### config.mk
export PLATFORM = sky130hd
export DESIGN_NAME = adcsq_top
export DESIGN_NICKNAME = d
export VERILOG_FILES = /design/src/rtl/adcsq_pkg.sv /design/src/rtl/adcsq_top.sv /design/src/rtl/adcsq_result_mem.sv
export SDC_FILE = /design/constraint.sdc
export NUM_CORES = 1
export LEC_CHECK = 0
export ABC_AREA = 1
export BUFFER_PORTS_ARGS = -buffer_cell sky130_fd_sc_hd__buf_2
export CAP_MARGIN = 20
export CORE_ASPECT_RATIO = 0.8
export CORE_MARGIN = 2
export CORE_UTILIZATION = 52
export CTS_CLUSTER_DIAMETER = 150
export DETAILED_ROUTE_END_ITERATION = 8
export PLACE_DENSITY_LB_ADDON = 0.08
export SLEW_MARGIN = 10
export SYNTH_ARGS = -nofsm -noshare
export SYNTH_HDL_FRONTEND = slang
export SYNTH_HIERARCHICAL = 1
export SYNTH_SLANG_ARGS = --single-unit
### constraint.sdc
create_clock -name CLOCK -period 1.8 [get_ports CLOCK]
set_input_delay 0.36 -clock CLOCK [delete_from_list [all_inputs] [get_ports CLOCK]]
set_output_delay 0.36 -clock CLOCK [all_outputs]
set_load 0.01 [all_outputs]
### src/rtl/adcsq_pkg.sv
// Package: register map, field positions and timing for the conversion sequencer
package adcsq_pkg;
  // Register offsets (byte addresses, 8-bit address space)
  localparam logic [7:0] OFF_PFLAG  = 8'h0C;
  localparam logic [7:0] OFF_RESHI  = 8'h1E;
  localparam logic [7:0] OFF_CTRL0  = 8'h1F;
  localparam logic [7:0] OFF_PEN    = 8'h8C;
  localparam logic [7:0] OFF_PINSEL = 8'h91;
  localparam logic [7:0] OFF_RESLO  = 8'h9E;
  localparam logic [7:0] OFF_CLKSEL = 8'h9F;
  localparam logic [7:0] OFF_IRQCON = 8'h0B;
  // Reset values
  localparam logic [7:0] RST_ZERO   = 8'h00;
  localparam logic [7:0] RST_PINSEL = 8'hFF;
  // Field positions
  localparam int B_PWR    = 0;
  localparam int B_GO     = 1;
  localparam int B_JUST   = 7;
  localparam int B_DONE   = 6;
  localparam int B_PERIE  = 6;
  localparam int B_GLBIE  = 7;
  localparam int CS_LSB   = 4;
  localparam int CH_LSB   = 2;
  localparam int REF_LSB  = 5;
  localparam logic [7:0] CTRL1_MASK = 8'h70;
  localparam logic [7:0] IRQC_MASK  = 8'hC0;
  // Clock select codes
  localparam logic [2:0] CS_DIV2  = 3'h0;
  localparam logic [2:0] CS_DIV8  = 3'h1;
  localparam logic [2:0] CS_DIV32 = 3'h2;
  localparam logic [2:0] CS_RC    = 3'h3;
  localparam logic [2:0] CS_DIV4  = 3'h4;
  localparam logic [2:0] CS_DIV16 = 3'h5;
  localparam logic [2:0] CS_DIV64 = 3'h6;
  // Divider terminal counts: one bit period is top plus one clocks
  localparam logic [6:0] DIV2_TOP  = 7'h01;
  localparam logic [6:0] DIV4_TOP  = 7'h03;
  localparam logic [6:0] DIV8_TOP  = 7'h07;
  localparam logic [6:0] DIV16_TOP = 7'h0F;
  localparam logic [6:0] DIV32_TOP = 7'h1F;
  localparam logic [6:0] DIV64_TOP = 7'h3F;
  // Timing
  localparam int RES_BITS   = 10;
  localparam int BIT_PERIODS = 11;
  localparam int CLK_MHZ    = 250;
  localparam int INSTR_CLKS = 4;
  localparam int RC_DIV     = 64;
  localparam logic [3:0] INSTR_CYC  = 4'(INSTR_CLKS);
  localparam logic [6:0] RC_CYC     = 7'(RC_DIV - 1);
  localparam logic [3:0] NBITS      = 4'(BIT_PERIODS);
  localparam logic [15:0] POR_MARK  = 16'hA5C3;
  typedef enum logic [1:0] {
    ADCSQ_IDLE = 2'b00,
    ADCSQ_WAIT = 2'b01,
    ADCSQ_CONV = 2'b11
  } adcsq_state_t;
endpackage

### src/rtl/adcsq_top.sv
// Conversion sequencer: registers, clock select, sleep and wake control
// Functional notes
// Software acquires channel before starting conversion
// Start flag bit 1, cleared at completion
// Software waits two bit periods between conversions
// RC clock delays start by one instruction
// Completion clears start flag, writes result pair
// Completion in sleep with enable wakes device
// Wake vectors if global enable, else resumes
// Sleep completion without enable powers converter off
// Non-RC clock: sleep aborts, converter off
// Reset turns off, aborts, resets control registers
// Result registers unknown at power-on, else kept
// Ten-bit result, left or right justified
// Done flag bit 6, enable bit 6, 7:6
// Software sets analog pins as inputs
// Software configures everything, then powers on
// Three-bit field selects conversion clock divider
// Fixed eleven bit periods per conversion
`timescale 1ns/1ps
module adcsq_top
  import adcsq_pkg::*;
(
  // Clock and reset
  input  wire logic       CLOCK,
  input  wire logic       NRST,
  input  wire logic       CE,
  // Register port
  input  wire logic [7:0] ADDR,
  input  wire logic [7:0] WDATA,
  input  wire logic       WR,
  input  wire logic       RD,
  output logic      [7:0] RDATA,
  // Core state
  input  wire logic       SLEEP_IN,
  input  wire logic       RC_TICK_IN,
  // Conversion core
  input  wire logic [9:0] CONV_DATA,
  output logic            CONV_ENABLE,
  output logic            CONV_SAMPLE,
  output logic      [2:0] CHANNEL_SELECT,
  output logic      [1:0] REF_SELECT,
  output logic      [7:0] ANALOG_PINS,
  // Interrupt and wake
  output logic            IRQ,
  output logic            WAKE,
  output logic            WAKE_VECTOR
);
  logic [7:0]   ctrl0_r, ctrl1_r, pflag_r, pen_r, pinsel_r, irqc_r;
  logic         rd_mem_r;
  logic [7:0]   rd_reg_r, mem_rd;
  logic         rc_s1_r, rc_s2_r, rc_s3_r;
  logic [6:0]   div_r;
  logic [6:0]   div_top;
  logic         bitp_tick;
  logic [3:0]   bit_cnt_r, wait_cnt_r;
  adcsq_state_t state_r, state_nxt;
  logic         done_pulse, abort, asleep_off_r;
  logic [7:0]   res_hi, res_lo;
  logic         go_set;

  function automatic logic hit(input logic [7:0] a, input logic [7:0] o);
    hit = (a == o);
  endfunction

  // Pin-level tick from the RC oscillator is resynchronised
  always_ff @(posedge CLOCK or negedge NRST) begin
    if (!NRST) begin
      rc_s1_r <= 1'b0;
      rc_s2_r <= 1'b0;
      rc_s3_r <= 1'b0;
    end else if (CE) begin
      rc_s1_r <= RC_TICK_IN;
      rc_s2_r <= rc_s1_r;
      rc_s3_r <= rc_s2_r;
    end
  end

  wire [2:0] csel  = ctrl1_r[CS_LSB +: 3];
  wire       rc_on = (csel == CS_RC);

  always_comb begin
    case (csel)
      CS_DIV2:  div_top = DIV2_TOP;
      CS_DIV8:  div_top = DIV8_TOP;
      CS_DIV32: div_top = DIV32_TOP;
      CS_DIV4:  div_top = DIV4_TOP;
      CS_DIV16: div_top = DIV16_TOP;
      CS_DIV64: div_top = DIV64_TOP;
      default:  div_top = RC_CYC;
    endcase
  end

  always_ff @(posedge CLOCK or negedge NRST) begin
    if (!NRST) begin
      div_r <= '0;
    end else if (CE) begin
      if (state_r != ADCSQ_CONV || div_r == div_top) begin
        div_r <= '0;
      end else begin
        div_r <= div_r + 7'h01;
      end
    end
  end

  // One bit period per synchronised RC rising edge or divider wrap
  assign bitp_tick = rc_on ? (rc_s2_r & ~rc_s3_r)
                           : (div_r == div_top);

  // Sleep outside idle kills the converter unless RC clocking carries it through
  assign abort = SLEEP_IN && !rc_on && state_r != ADCSQ_IDLE;
  assign go_set = CE && WR && hit(ADDR, OFF_CTRL0) && WDATA[B_GO]
                  && WDATA[B_PWR] && state_r == ADCSQ_IDLE;
  assign done_pulse = CE && state_r == ADCSQ_CONV && bitp_tick
                      && bit_cnt_r == NBITS - 4'h1 && !abort;

  always_comb begin
    state_nxt = state_r;
    case (state_r)
      ADCSQ_IDLE: if (go_set) state_nxt = rc_on ? ADCSQ_WAIT : ADCSQ_CONV;
      ADCSQ_WAIT: if (wait_cnt_r == INSTR_CYC - 4'h1) state_nxt = ADCSQ_CONV;
      ADCSQ_CONV: if (done_pulse) state_nxt = ADCSQ_IDLE;
      default:    state_nxt = ADCSQ_IDLE;
    endcase
    // Start written together with power counts as powered
    if (abort || (!ctrl0_r[B_PWR] && !go_set)) state_nxt = ADCSQ_IDLE;
  end

  always_ff @(posedge CLOCK or negedge NRST) begin
    if (!NRST) begin
      state_r <= ADCSQ_IDLE;
    end else if (CE) begin
      state_r <= state_nxt;
    end
  end

  // One instruction of delay lets the sleep instruction retire first
  always_ff @(posedge CLOCK or negedge NRST) begin
    if (!NRST) begin
      wait_cnt_r <= '0;
    end else if (CE) begin
      if (state_r == ADCSQ_WAIT) begin
        wait_cnt_r <= wait_cnt_r + 4'h1;
      end else begin
        wait_cnt_r <= '0;
      end
    end
  end

  always_ff @(posedge CLOCK or negedge NRST) begin
    if (!NRST) begin
      bit_cnt_r <= '0;
    end else if (CE) begin
      if (state_r != ADCSQ_CONV) begin
        bit_cnt_r <= '0;
      end else if (bitp_tick) begin
        bit_cnt_r <= bit_cnt_r + 4'h1;
      end
    end
  end

  always_comb begin
    if (ctrl0_r[B_JUST]) begin
      res_hi = {6'h00, CONV_DATA[9:8]};
      res_lo = CONV_DATA[7:0];
    end else begin
      res_hi = CONV_DATA[9:2];
      res_lo = {CONV_DATA[1:0], 6'h00};
    end
  end

  adcsq_result_mem u_res (
    .clk       (CLOCK),
    .ce        (CE),
    .wr_en     (done_pulse),
    .wr_hi     (res_hi),
    .wr_lo     (res_lo),
    .rd_sel_lo (hit(ADDR, OFF_RESLO)),
    .rd_data   (mem_rd)
  );

  // Control register: hardware clears start at done or abort
  always_ff @(posedge CLOCK or negedge NRST) begin
    if (!NRST) begin
      ctrl0_r <= RST_ZERO;
    end else if (CE) begin
      if (WR && hit(ADDR, OFF_CTRL0)) begin
        ctrl0_r <= WDATA;
        if (state_r != ADCSQ_IDLE) ctrl0_r[B_GO] <= 1'b1;
        if (!WDATA[B_PWR]) ctrl0_r[B_GO] <= 1'b0;
      end
      if (done_pulse || abort) ctrl0_r[B_GO] <= 1'b0;
    end
  end

  always_ff @(posedge CLOCK or negedge NRST) begin
    if (!NRST) begin
      ctrl1_r <= RST_ZERO;
      pen_r   <= RST_ZERO;
      pinsel_r <= RST_PINSEL;
      irqc_r  <= RST_ZERO;
    end else if (CE && WR) begin
      if (hit(ADDR, OFF_CLKSEL)) begin
        ctrl1_r <= WDATA & CTRL1_MASK;
      end else if (hit(ADDR, OFF_PEN)) begin
        pen_r <= WDATA;
      end else if (hit(ADDR, OFF_PINSEL)) begin
        pinsel_r <= WDATA;
      end else if (hit(ADDR, OFF_IRQCON)) begin
        irqc_r <= WDATA & IRQC_MASK;
      end
    end
  end

  // Done flag: write one clears; completion wins over the clear
  always_ff @(posedge CLOCK or negedge NRST) begin
    if (!NRST) begin
      pflag_r <= RST_ZERO;
    end else if (CE) begin
      if (WR && hit(ADDR, OFF_PFLAG)) pflag_r <= pflag_r & ~WDATA;
      if (done_pulse) pflag_r[B_DONE] <= 1'b1;
    end
  end

  wire done_en = pen_r[B_DONE];

  // Sleep completion with the enable clear shuts the core, power bit kept
  always_ff @(posedge CLOCK or negedge NRST) begin
    if (!NRST) begin
      asleep_off_r <= 1'b0;
    end else if (CE) begin
      if ((done_pulse && SLEEP_IN && !done_en) || abort) begin
        asleep_off_r <= 1'b1;
      end else if (!SLEEP_IN || !ctrl0_r[B_PWR]) begin
        asleep_off_r <= 1'b0;
      end
    end
  end

  assign IRQ = pflag_r[B_DONE] && done_en && irqc_r[B_PERIE]
               && irqc_r[B_GLBIE];
  assign WAKE = SLEEP_IN && pflag_r[B_DONE] && done_en;
  assign WAKE_VECTOR = WAKE && irqc_r[B_GLBIE];
  assign CONV_ENABLE = ctrl0_r[B_PWR] && !asleep_off_r;
  assign CONV_SAMPLE = state_r == ADCSQ_IDLE && CONV_ENABLE;
  assign CHANNEL_SELECT = ctrl0_r[CH_LSB +: 3];
  assign REF_SELECT = ctrl0_r[REF_LSB +: 2];
  assign ANALOG_PINS = pinsel_r;

  always_ff @(posedge CLOCK or negedge NRST) begin
    if (!NRST) begin
      rd_reg_r <= RST_ZERO;
      rd_mem_r <= 1'b0;
    end else if (CE) begin
      rd_mem_r <= RD && (hit(ADDR, OFF_RESHI) || hit(ADDR, OFF_RESLO));
      if (!RD) rd_reg_r <= RST_ZERO;
      else if (hit(ADDR, OFF_CTRL0))  rd_reg_r <= ctrl0_r;
      else if (hit(ADDR, OFF_CLKSEL)) rd_reg_r <= ctrl1_r;
      else if (hit(ADDR, OFF_PFLAG))  rd_reg_r <= pflag_r;
      else if (hit(ADDR, OFF_PEN))    rd_reg_r <= pen_r;
      else if (hit(ADDR, OFF_PINSEL)) rd_reg_r <= pinsel_r;
      else if (hit(ADDR, OFF_IRQCON)) rd_reg_r <= irqc_r;
      else rd_reg_r <= RST_ZERO;
    end
  end

  assign RDATA = rd_mem_r ? mem_rd : rd_reg_r;

  a_go_clears: assert property (@(posedge CLOCK) disable iff (!NRST)
    done_pulse |=> !ctrl0_r[B_GO]) else $error("start flag not cleared");
  a_flag_sets: assert property (@(posedge CLOCK) disable iff (!NRST)
    done_pulse |=> pflag_r[B_DONE]) else $error("done flag not set");
  a_rc_delay: assert property (@(posedge CLOCK) disable iff (!NRST)
    (go_set && rc_on) |=> state_r == ADCSQ_WAIT)
    else $error("rc start not delayed");
  a_abort_sleep: assert property (@(posedge CLOCK) disable iff (!NRST)
    abort && CE |=> state_r == ADCSQ_IDLE && !CONV_ENABLE)
    else $error("sleep did not abort");
  a_wake_vec: assert property (@(posedge CLOCK) disable iff (!NRST)
    WAKE_VECTOR |-> IRQ) else $error("vector without irq");
  // Completion in sleep with the enable set must raise wake next cycle
  a_wake_cond: assert property (@(posedge CLOCK) disable iff (!NRST)
    (done_pulse && SLEEP_IN && done_en) |=> WAKE || !SLEEP_IN || !done_en)
    else $error("no wake after sleep completion");
  a_off_keeps: assert property (@(posedge CLOCK) disable iff (!NRST)
    (CE && done_pulse && SLEEP_IN && !done_en) |=> !CONV_ENABLE
    && ctrl0_r[B_PWR]) else $error("power bit lost");
  a_conv_len: assert property (@(posedge CLOCK) disable iff (!NRST)
    state_r == ADCSQ_CONV |-> bit_cnt_r < NBITS)
    else $error("bit count overran");
  // Fastest divider: ticks exactly every second clock while converting
  a_div_sel: assert property (@(posedge CLOCK) disable iff (!NRST)
    (CE && bitp_tick && csel == CS_DIV2 && state_r == ADCSQ_CONV
     && !done_pulse && !abort) |=> !bitp_tick
    ##1 (bitp_tick || !$past(CE) || state_r != ADCSQ_CONV))
    else $error("divide by two spacing wrong");
  // Main scenarios
  c_conv: cover property (@(posedge CLOCK) done_pulse);
  c_abort: cover property (@(posedge CLOCK) abort);
  c_wake: cover property (@(posedge CLOCK) WAKE_VECTOR);
  c_rc_wait: cover property (@(posedge CLOCK) state_r == ADCSQ_WAIT);
  c_sleep_off: cover property (@(posedge CLOCK) $rose(asleep_off_r));
endmodule

### src/rtl/adcsq_result_mem.sv
// Result register pair, held across resets other than power-on
`timescale 1ns/1ps
module adcsq_result_mem
  import adcsq_pkg::*;
(
  // Clock
  input  wire logic       clk,
  input  wire logic       ce,
  // Write side
  input  wire logic       wr_en,
  input  wire logic [7:0] wr_hi,
  input  wire logic [7:0] wr_lo,
  // Read side
  input  wire logic       rd_sel_lo,
  output logic      [7:0] rd_data
);
  logic [7:0] mem_r [0:1];

  // No reset: contents survive every reset source
  always_ff @(posedge clk) begin
    if (ce && wr_en) begin
      mem_r[0] <= wr_hi;
      mem_r[1] <= wr_lo;
    end
  end

  always_ff @(posedge clk) begin
    if (ce) begin
      rd_data <= mem_r[rd_sel_lo];
    end
  end
endmodule

# --- Yosys cells after proc, flatten, opt, wreduce, memory -nomap -nowiden ---
# Memory sizes are Yosys's and may differ from the RTL's. A register that Yosys moved wholly into a read port is not among the register bits.
# Cells that the tools add are included.
word_totals:
  mem_count: 1
  ff_bits: 67
  elab_cells: 140
  ramBits: 16
  out_inout_bits: 26
  in_bits: 33
classes:
  n_eq_ne: 22
  reduce_logical: 57
  bitwise_logic: 7
  mux: 32
  add_sub_neg: 3
mem_list:
  columns: ["memory", "words", "width", "rd", "rd_clocked_by_memory_dff", "write_ports", "line_no", "rtl"]
  rows:
  - ["u_res.mem_r", 2, 8, 1, 1, 2, "adcsq_result_mem.sv:17", "logic [7:0] mem_r [0:1];"]
op_table:
  columns: ["operator", "n"]
  rows:
  - ["8-bit two-way mux", 10]
  - ["8-bit == test, second input constant", 4]
  - ["6-bit case mux with 5 select lines", 1]
  - ["1-bit logical AND", 26]
  - ["8-bit by 4-bit == test with 1-bit output, second input constant", 2]
  - ["8-bit by 5-bit == test with 1-bit output, second input constant", 2]
  - ["7-bit two-way mux", 2]
  - ["2-bit AND reduction", 7]
  - ["2-bit two-way mux", 6]
  - ["4-bit two-way mux", 3]
  - ["2-bit nonzero test", 5]
  - ["1-bit two-way mux", 9]
  - ["4-bit by 1-bit adder with 4-bit output, second input constant", 2]
  - ["8-bit bitwise AND", 1]
  - ["8-bit inverter", 1]
  - ["4-bit AND reduction", 2]
  - ["7-bit by 1-bit adder with 7-bit output, second input constant", 1]
  - ["7-bit == test", 1]
  - ["1-bit zero test", 7]
  - ["3-bit by 2-bit == test with 1-bit output, second input constant", 2]
  - ["3-bit == test, second input constant", 2]
  - ["1-bit logical OR", 6]
  - ["3-bit != test, second input constant", 2]
  - ["2-bit case mux with 3 select lines", 1]
  - ["other kinds (13)", 16]

# --- Longest topological paths before layout ---
logic_depth:
  ltp_word: 12
  mapped_depth: 14
  ltp_nobuf: 13

# --- By module ---
# The synthesis kept the hierarchy.
by_module_without_submodules:
  columns: ["module", "cells_per_inst", "n_inst", "area_each_um2"]
  rows:
  - ["adcsq_top", 490, 1, 3674.8]
  - ["adcsq_result_mem", 52, 1, 833.3]

# --- Worst setup path before layout ---
# No wires, ideal clock.
synth_path:
  path_type: "register -> register"
  startpoint: "register ctrl1_r[5]"
  endpoint: "memory u_res.mem_r[0][0], enable pin"
  path_stages_with_launch: 13
  n_path_buf: 1
  slack_ns: -0.135
  setup_time_ns: 0.364
  arrival_time_ns: 1.571
  path_cell_list: "dfrtp_1 -> buf_6 -> nor2_2 -> nand2_1 -> nand2_1 -> nand2_1 -> nor2_2 -> nand3_1 -> nand2_2 -> nand4_1 -> inv_1 -> nand2_1 -> inv_1"
synth_rtl:
  columns: ["item", "line_no", "rtl"]
  rows:
  - ["start: declaration", "adcsq_top.sv:49", "logic [7:0] ctrl0_r, ctrl1_r, pflag_r, pen_r, pinsel_r, irqc_r;"]
  - ["start signal: assignment", "adcsq_top.sv:204", "ctrl1_r <= WDATA & CTRL1_MASK;"]
  - ["end: declaration", "adcsq_result_mem.sv:17", null]

==> metrics.cfg <==
[die]
die_w_um = 108.1
die_area_mm2 = 0.009435
die_h_um = 87.28
rows = 30
start_util_pct = 53.38
coreArea_mm2 = 0.008446
ios = 59

[detailed_routing]
num_vias = 3764
wl_per_cell_um = 13.92
routed_wl_um = 10490
drt-initial-drc-count = 197
viasPerCell = 4.992
drc_errors = 0
drtPass1Iterations = 5
antenna_left = 0

[sta]
final.setup.tns_ps = -1206
relSlewSlack_pct = 58.45
period_needed_ps = 1880
hold_viol = 0
rsz0062_at_grt = yes
finalSetupViolations = 16
fin_crit_sh_pct = 104.4
worstMarginPinSlew_ps = 623.2
slew_viol_final = 0
worst_slack_ps = -80.07
fin_skew_ps = 14.95
fmax_ghz = 0.5319

[place]
place_area_mm2 = 0.005146
io_buffers = 58
gp_congestion = 0.8850
hpwlAfterDp_um = 7862

[setup_path]
critPathMaxStageDelay_ps = 480
slowest_stage = dfrtp_2
cp.required_ps = 1880
crit_fanout = 16
critPathKind = reg -> reg
cp.arrival_ps = 1960
end_kind = register
cpMostUsedCell = nand2_1
cp-start-kind = register
crit_path_cell_trace = nor2_4 > nand2_1 > nand2_1 > nand2_1 > nor2_2 > nand3_1 > nand2_2 > nand4_1 > inv_1 > nand2_2 > clkinvlp_4 > buf_12

[power]
intPower_mw = 3.154
swShare_pct = 29.03
seqPwrFrac_pct = 51.5
clkPwrFrac_pct = 32.7
powerDensity_mw_per_mm2 = 818.3
ir_drop_uv = 507.8
finalPower_mw = 4.444
p_sw_mw = 1.290
leakagePower_nw = 2.732
pwr-share-comb_pct = 15.8

[global_route]
busiest_layer = met2
grt_pass1_wl_um = 17770
overflow = 0
grt_use_total_pct = 24.44
antenna_found_initial = 0
gr-usage-met3_pct = 5.684
grtUsageMet2_pct = 37.56
grt_pass1_vias = 3651
grt_use_met1_pct = 34.42
grt_max_degree = 28

[outcome]
status = complete, but fails checks
violations = setup timing

[clock_network]
cts_made_buffers = 9
h-tree-depth = 3
cts.path.max_buffers = 2
path_clk_slew_ps = 100
cts_root_buf = clkbuf_8
clock-sinks = 91
tritoncts = built
insertion_delay_ps = 370

[logic_synthesis]
ys_ff_latch = 91
netlist_area_mm2 = 0.004508
syn_inst = 542
ys.warnings.count = 6
synth.avg_cell_area_um2 = 8.317
syn_nets = 579
ys_types = 38
synth-seq-area-share_pct = 53.40

[finish]
fill_cells = 740
layout_commonest_cell = nand2_1
layout_common_cells = nand2_1 (178), buf_2 (58), dfrtp_1 (56), inv_1 (52), buf_4 (39)
diodes = 0
drive_gt1_share_pct = 24.92
finalNetCount = 674
final_cell_area_mm2 = 0.005431
syn_to_final_growth_pct = 20.48

[run]
drv_cap = 0

[min_path]
hold_path_class = in -> reg

==> worst paths after layout <==
check                          startpoint                 to  slack [ps]  cells past startpoint
setup / recovery               ctrl1_r[5]  u_res/mem_r[0][0]         -80                     12
hold / removal                   WDATA[7]         pflag_r[7]         170                      2
setup reg to reg               ctrl1_r[5]  u_res/mem_r[0][0]         -80                     12
hold reg to reg            ANALOG_PINS[4]     ANALOG_PINS[4]         490                      2
max in group asynchronous            NRST     ANALOG_PINS[7]         740                      3
min in group asynchronous            NRST           div_r[6]         480                      2
==> final cells by class <==
type,instances,area [um^2],area share [%]
well taps,112,140.1,2.580
inverters,62,236.5,4.354
clock inverters,7,82.58,1.520
multi-input cells,372,1784,32.85
repair buffers,101,653.1,12.02
flip-flops and latches,91,2411,44.39
clock buffers,9,123.9,2.281
==> state kept, by name, summed over array words and instances (netlist names), 7 cells and up <==
register       count
rd_reg_r           8
ANALOG_PINS        8
div_r              7
pen_r              8
u_res/mem_r       16
pflag_r            8
ctrl0_r            8
u_res/rd_data      8
==> power by group through the flow <==
stage	registers, mW	clock network, mW	logic, mW
after floorplan	2.31	0	0.412
after global placement	2.32	0	0.677
after detailed placement	2.33	0	0.696
after CTS	2.29	1.49	0.698
after global routing	2.30	1.57	0.809
final	2.29	1.45	0.704
==> synth_stat cells <==
| cell type | instances | area (um^2) |
|---|---|---|
| dfstp_2 | 8 | 210.2 |
| or3b_2 | 1 | 8.760 |
| o31ai_1 | 1 | 7.510 |
| nor3b_1 | 2 | 15.01 |
| o21ai_0 | 37 | 185.2 |
| dfrtp_1 | 59 | 1476 |
| inv_1 | 53 | 198.9 |
| nand2_1 | 182 | 683.2 |
| a21boi_0 | 6 | 45.04 |
| nor2_2 | 3 | 18.77 |
| o21bai_1 | 1 | 7.510 |
| o22ai_1 | 4 | 25.02 |
| and3b_1 | 1 | 8.760 |
| xnor2_1 | 2 | 17.52 |
| nand3b_1 | 1 | 7.510 |
| nand2_2 | 5 | 31.28 |
| ha_1 | 4 | 50.05 |
| o211ai_1 | 3 | 22.52 |
| buf_1 | 1 | 3.750 |
| xor2_1 | 5 | 43.79 |
| nor4_1 | 2 | 12.51 |
| nand3_2 | 2 | 20.02 |
| nor3_2 | 1 | 10.01 |
| buf_6 | 2 | 22.52 |
| nor3_1 | 6 | 30.03 |
| nand3_4 | 1 | 17.52 |
| nor2_4 | 3 | 33.78 |
| o21ai_1 | 11 | 55.05 |
| nor2_1 | 36 | 135.1 |
| edfxtp_1 | 24 | 720.7 |
| a21oi_2 | 1 | 8.760 |
| buf_2 | 1 | 5.000 |
| inv_2 | 9 | 33.78 |
| nand4_1 | 5 | 31.28 |
| buf_4 | 7 | 52.55 |
| a21oi_1 | 21 | 105.1 |
| nand3_1 | 25 | 125.1 |
| clkbuf_1 | 6 | 22.52 |
==> critical path, delay by kind of cell, from the launching register on <==
kind          cells  cell delay, ps
simple gates      9             780
flops             1             480
buf+inv           3             320
==> per-stage QoR <==
stage	util (%)	hold slack [ps]	instances	worst slack, ps
floorplan	-	64.41	542	0.08882
global placement	60.93	332.2	733	-173.2
detailed placement	60.93	341.9	733	-231.4
CTS	63.94	154.6	752	-103.6
global route	64.31	167.7	754	-260.4
finish	64.31	173.1	754	-80.07
==> cells by family after synthesis <==
group,synth area share [%]
AND/OR/NAND/NOR,26.37
XOR/XNOR,1.360
flip-flops,53.40
buffers and inverters,7.521
adder cells (fa/ha/maj),1.110
AO/OA/AOI/OAI,10.24
==> repair_timing <==
item | 4_1_cts | 5_1_grt
hold buffers | 1 | 0
endpoints found under the setup margin | 16 | 28
setup buffers | 2 | 2
endpoints found under the hold margin | 16 | 0
gates resized for setup | 4 | 6
pin swaps | 0 | 1
==> per-layer routing <==
layer / vias up / part of all wire (%) / wire length (um)
li1: 1933 / - / -
met1: 1733 / 49 / 5130
met2: 88 / 44 / 4660
met3: 10 / 5.7 / 600
met4: 0 / 0.98 / 103
met5: - / 0 / 0
(Power assumes the default switching activity.)
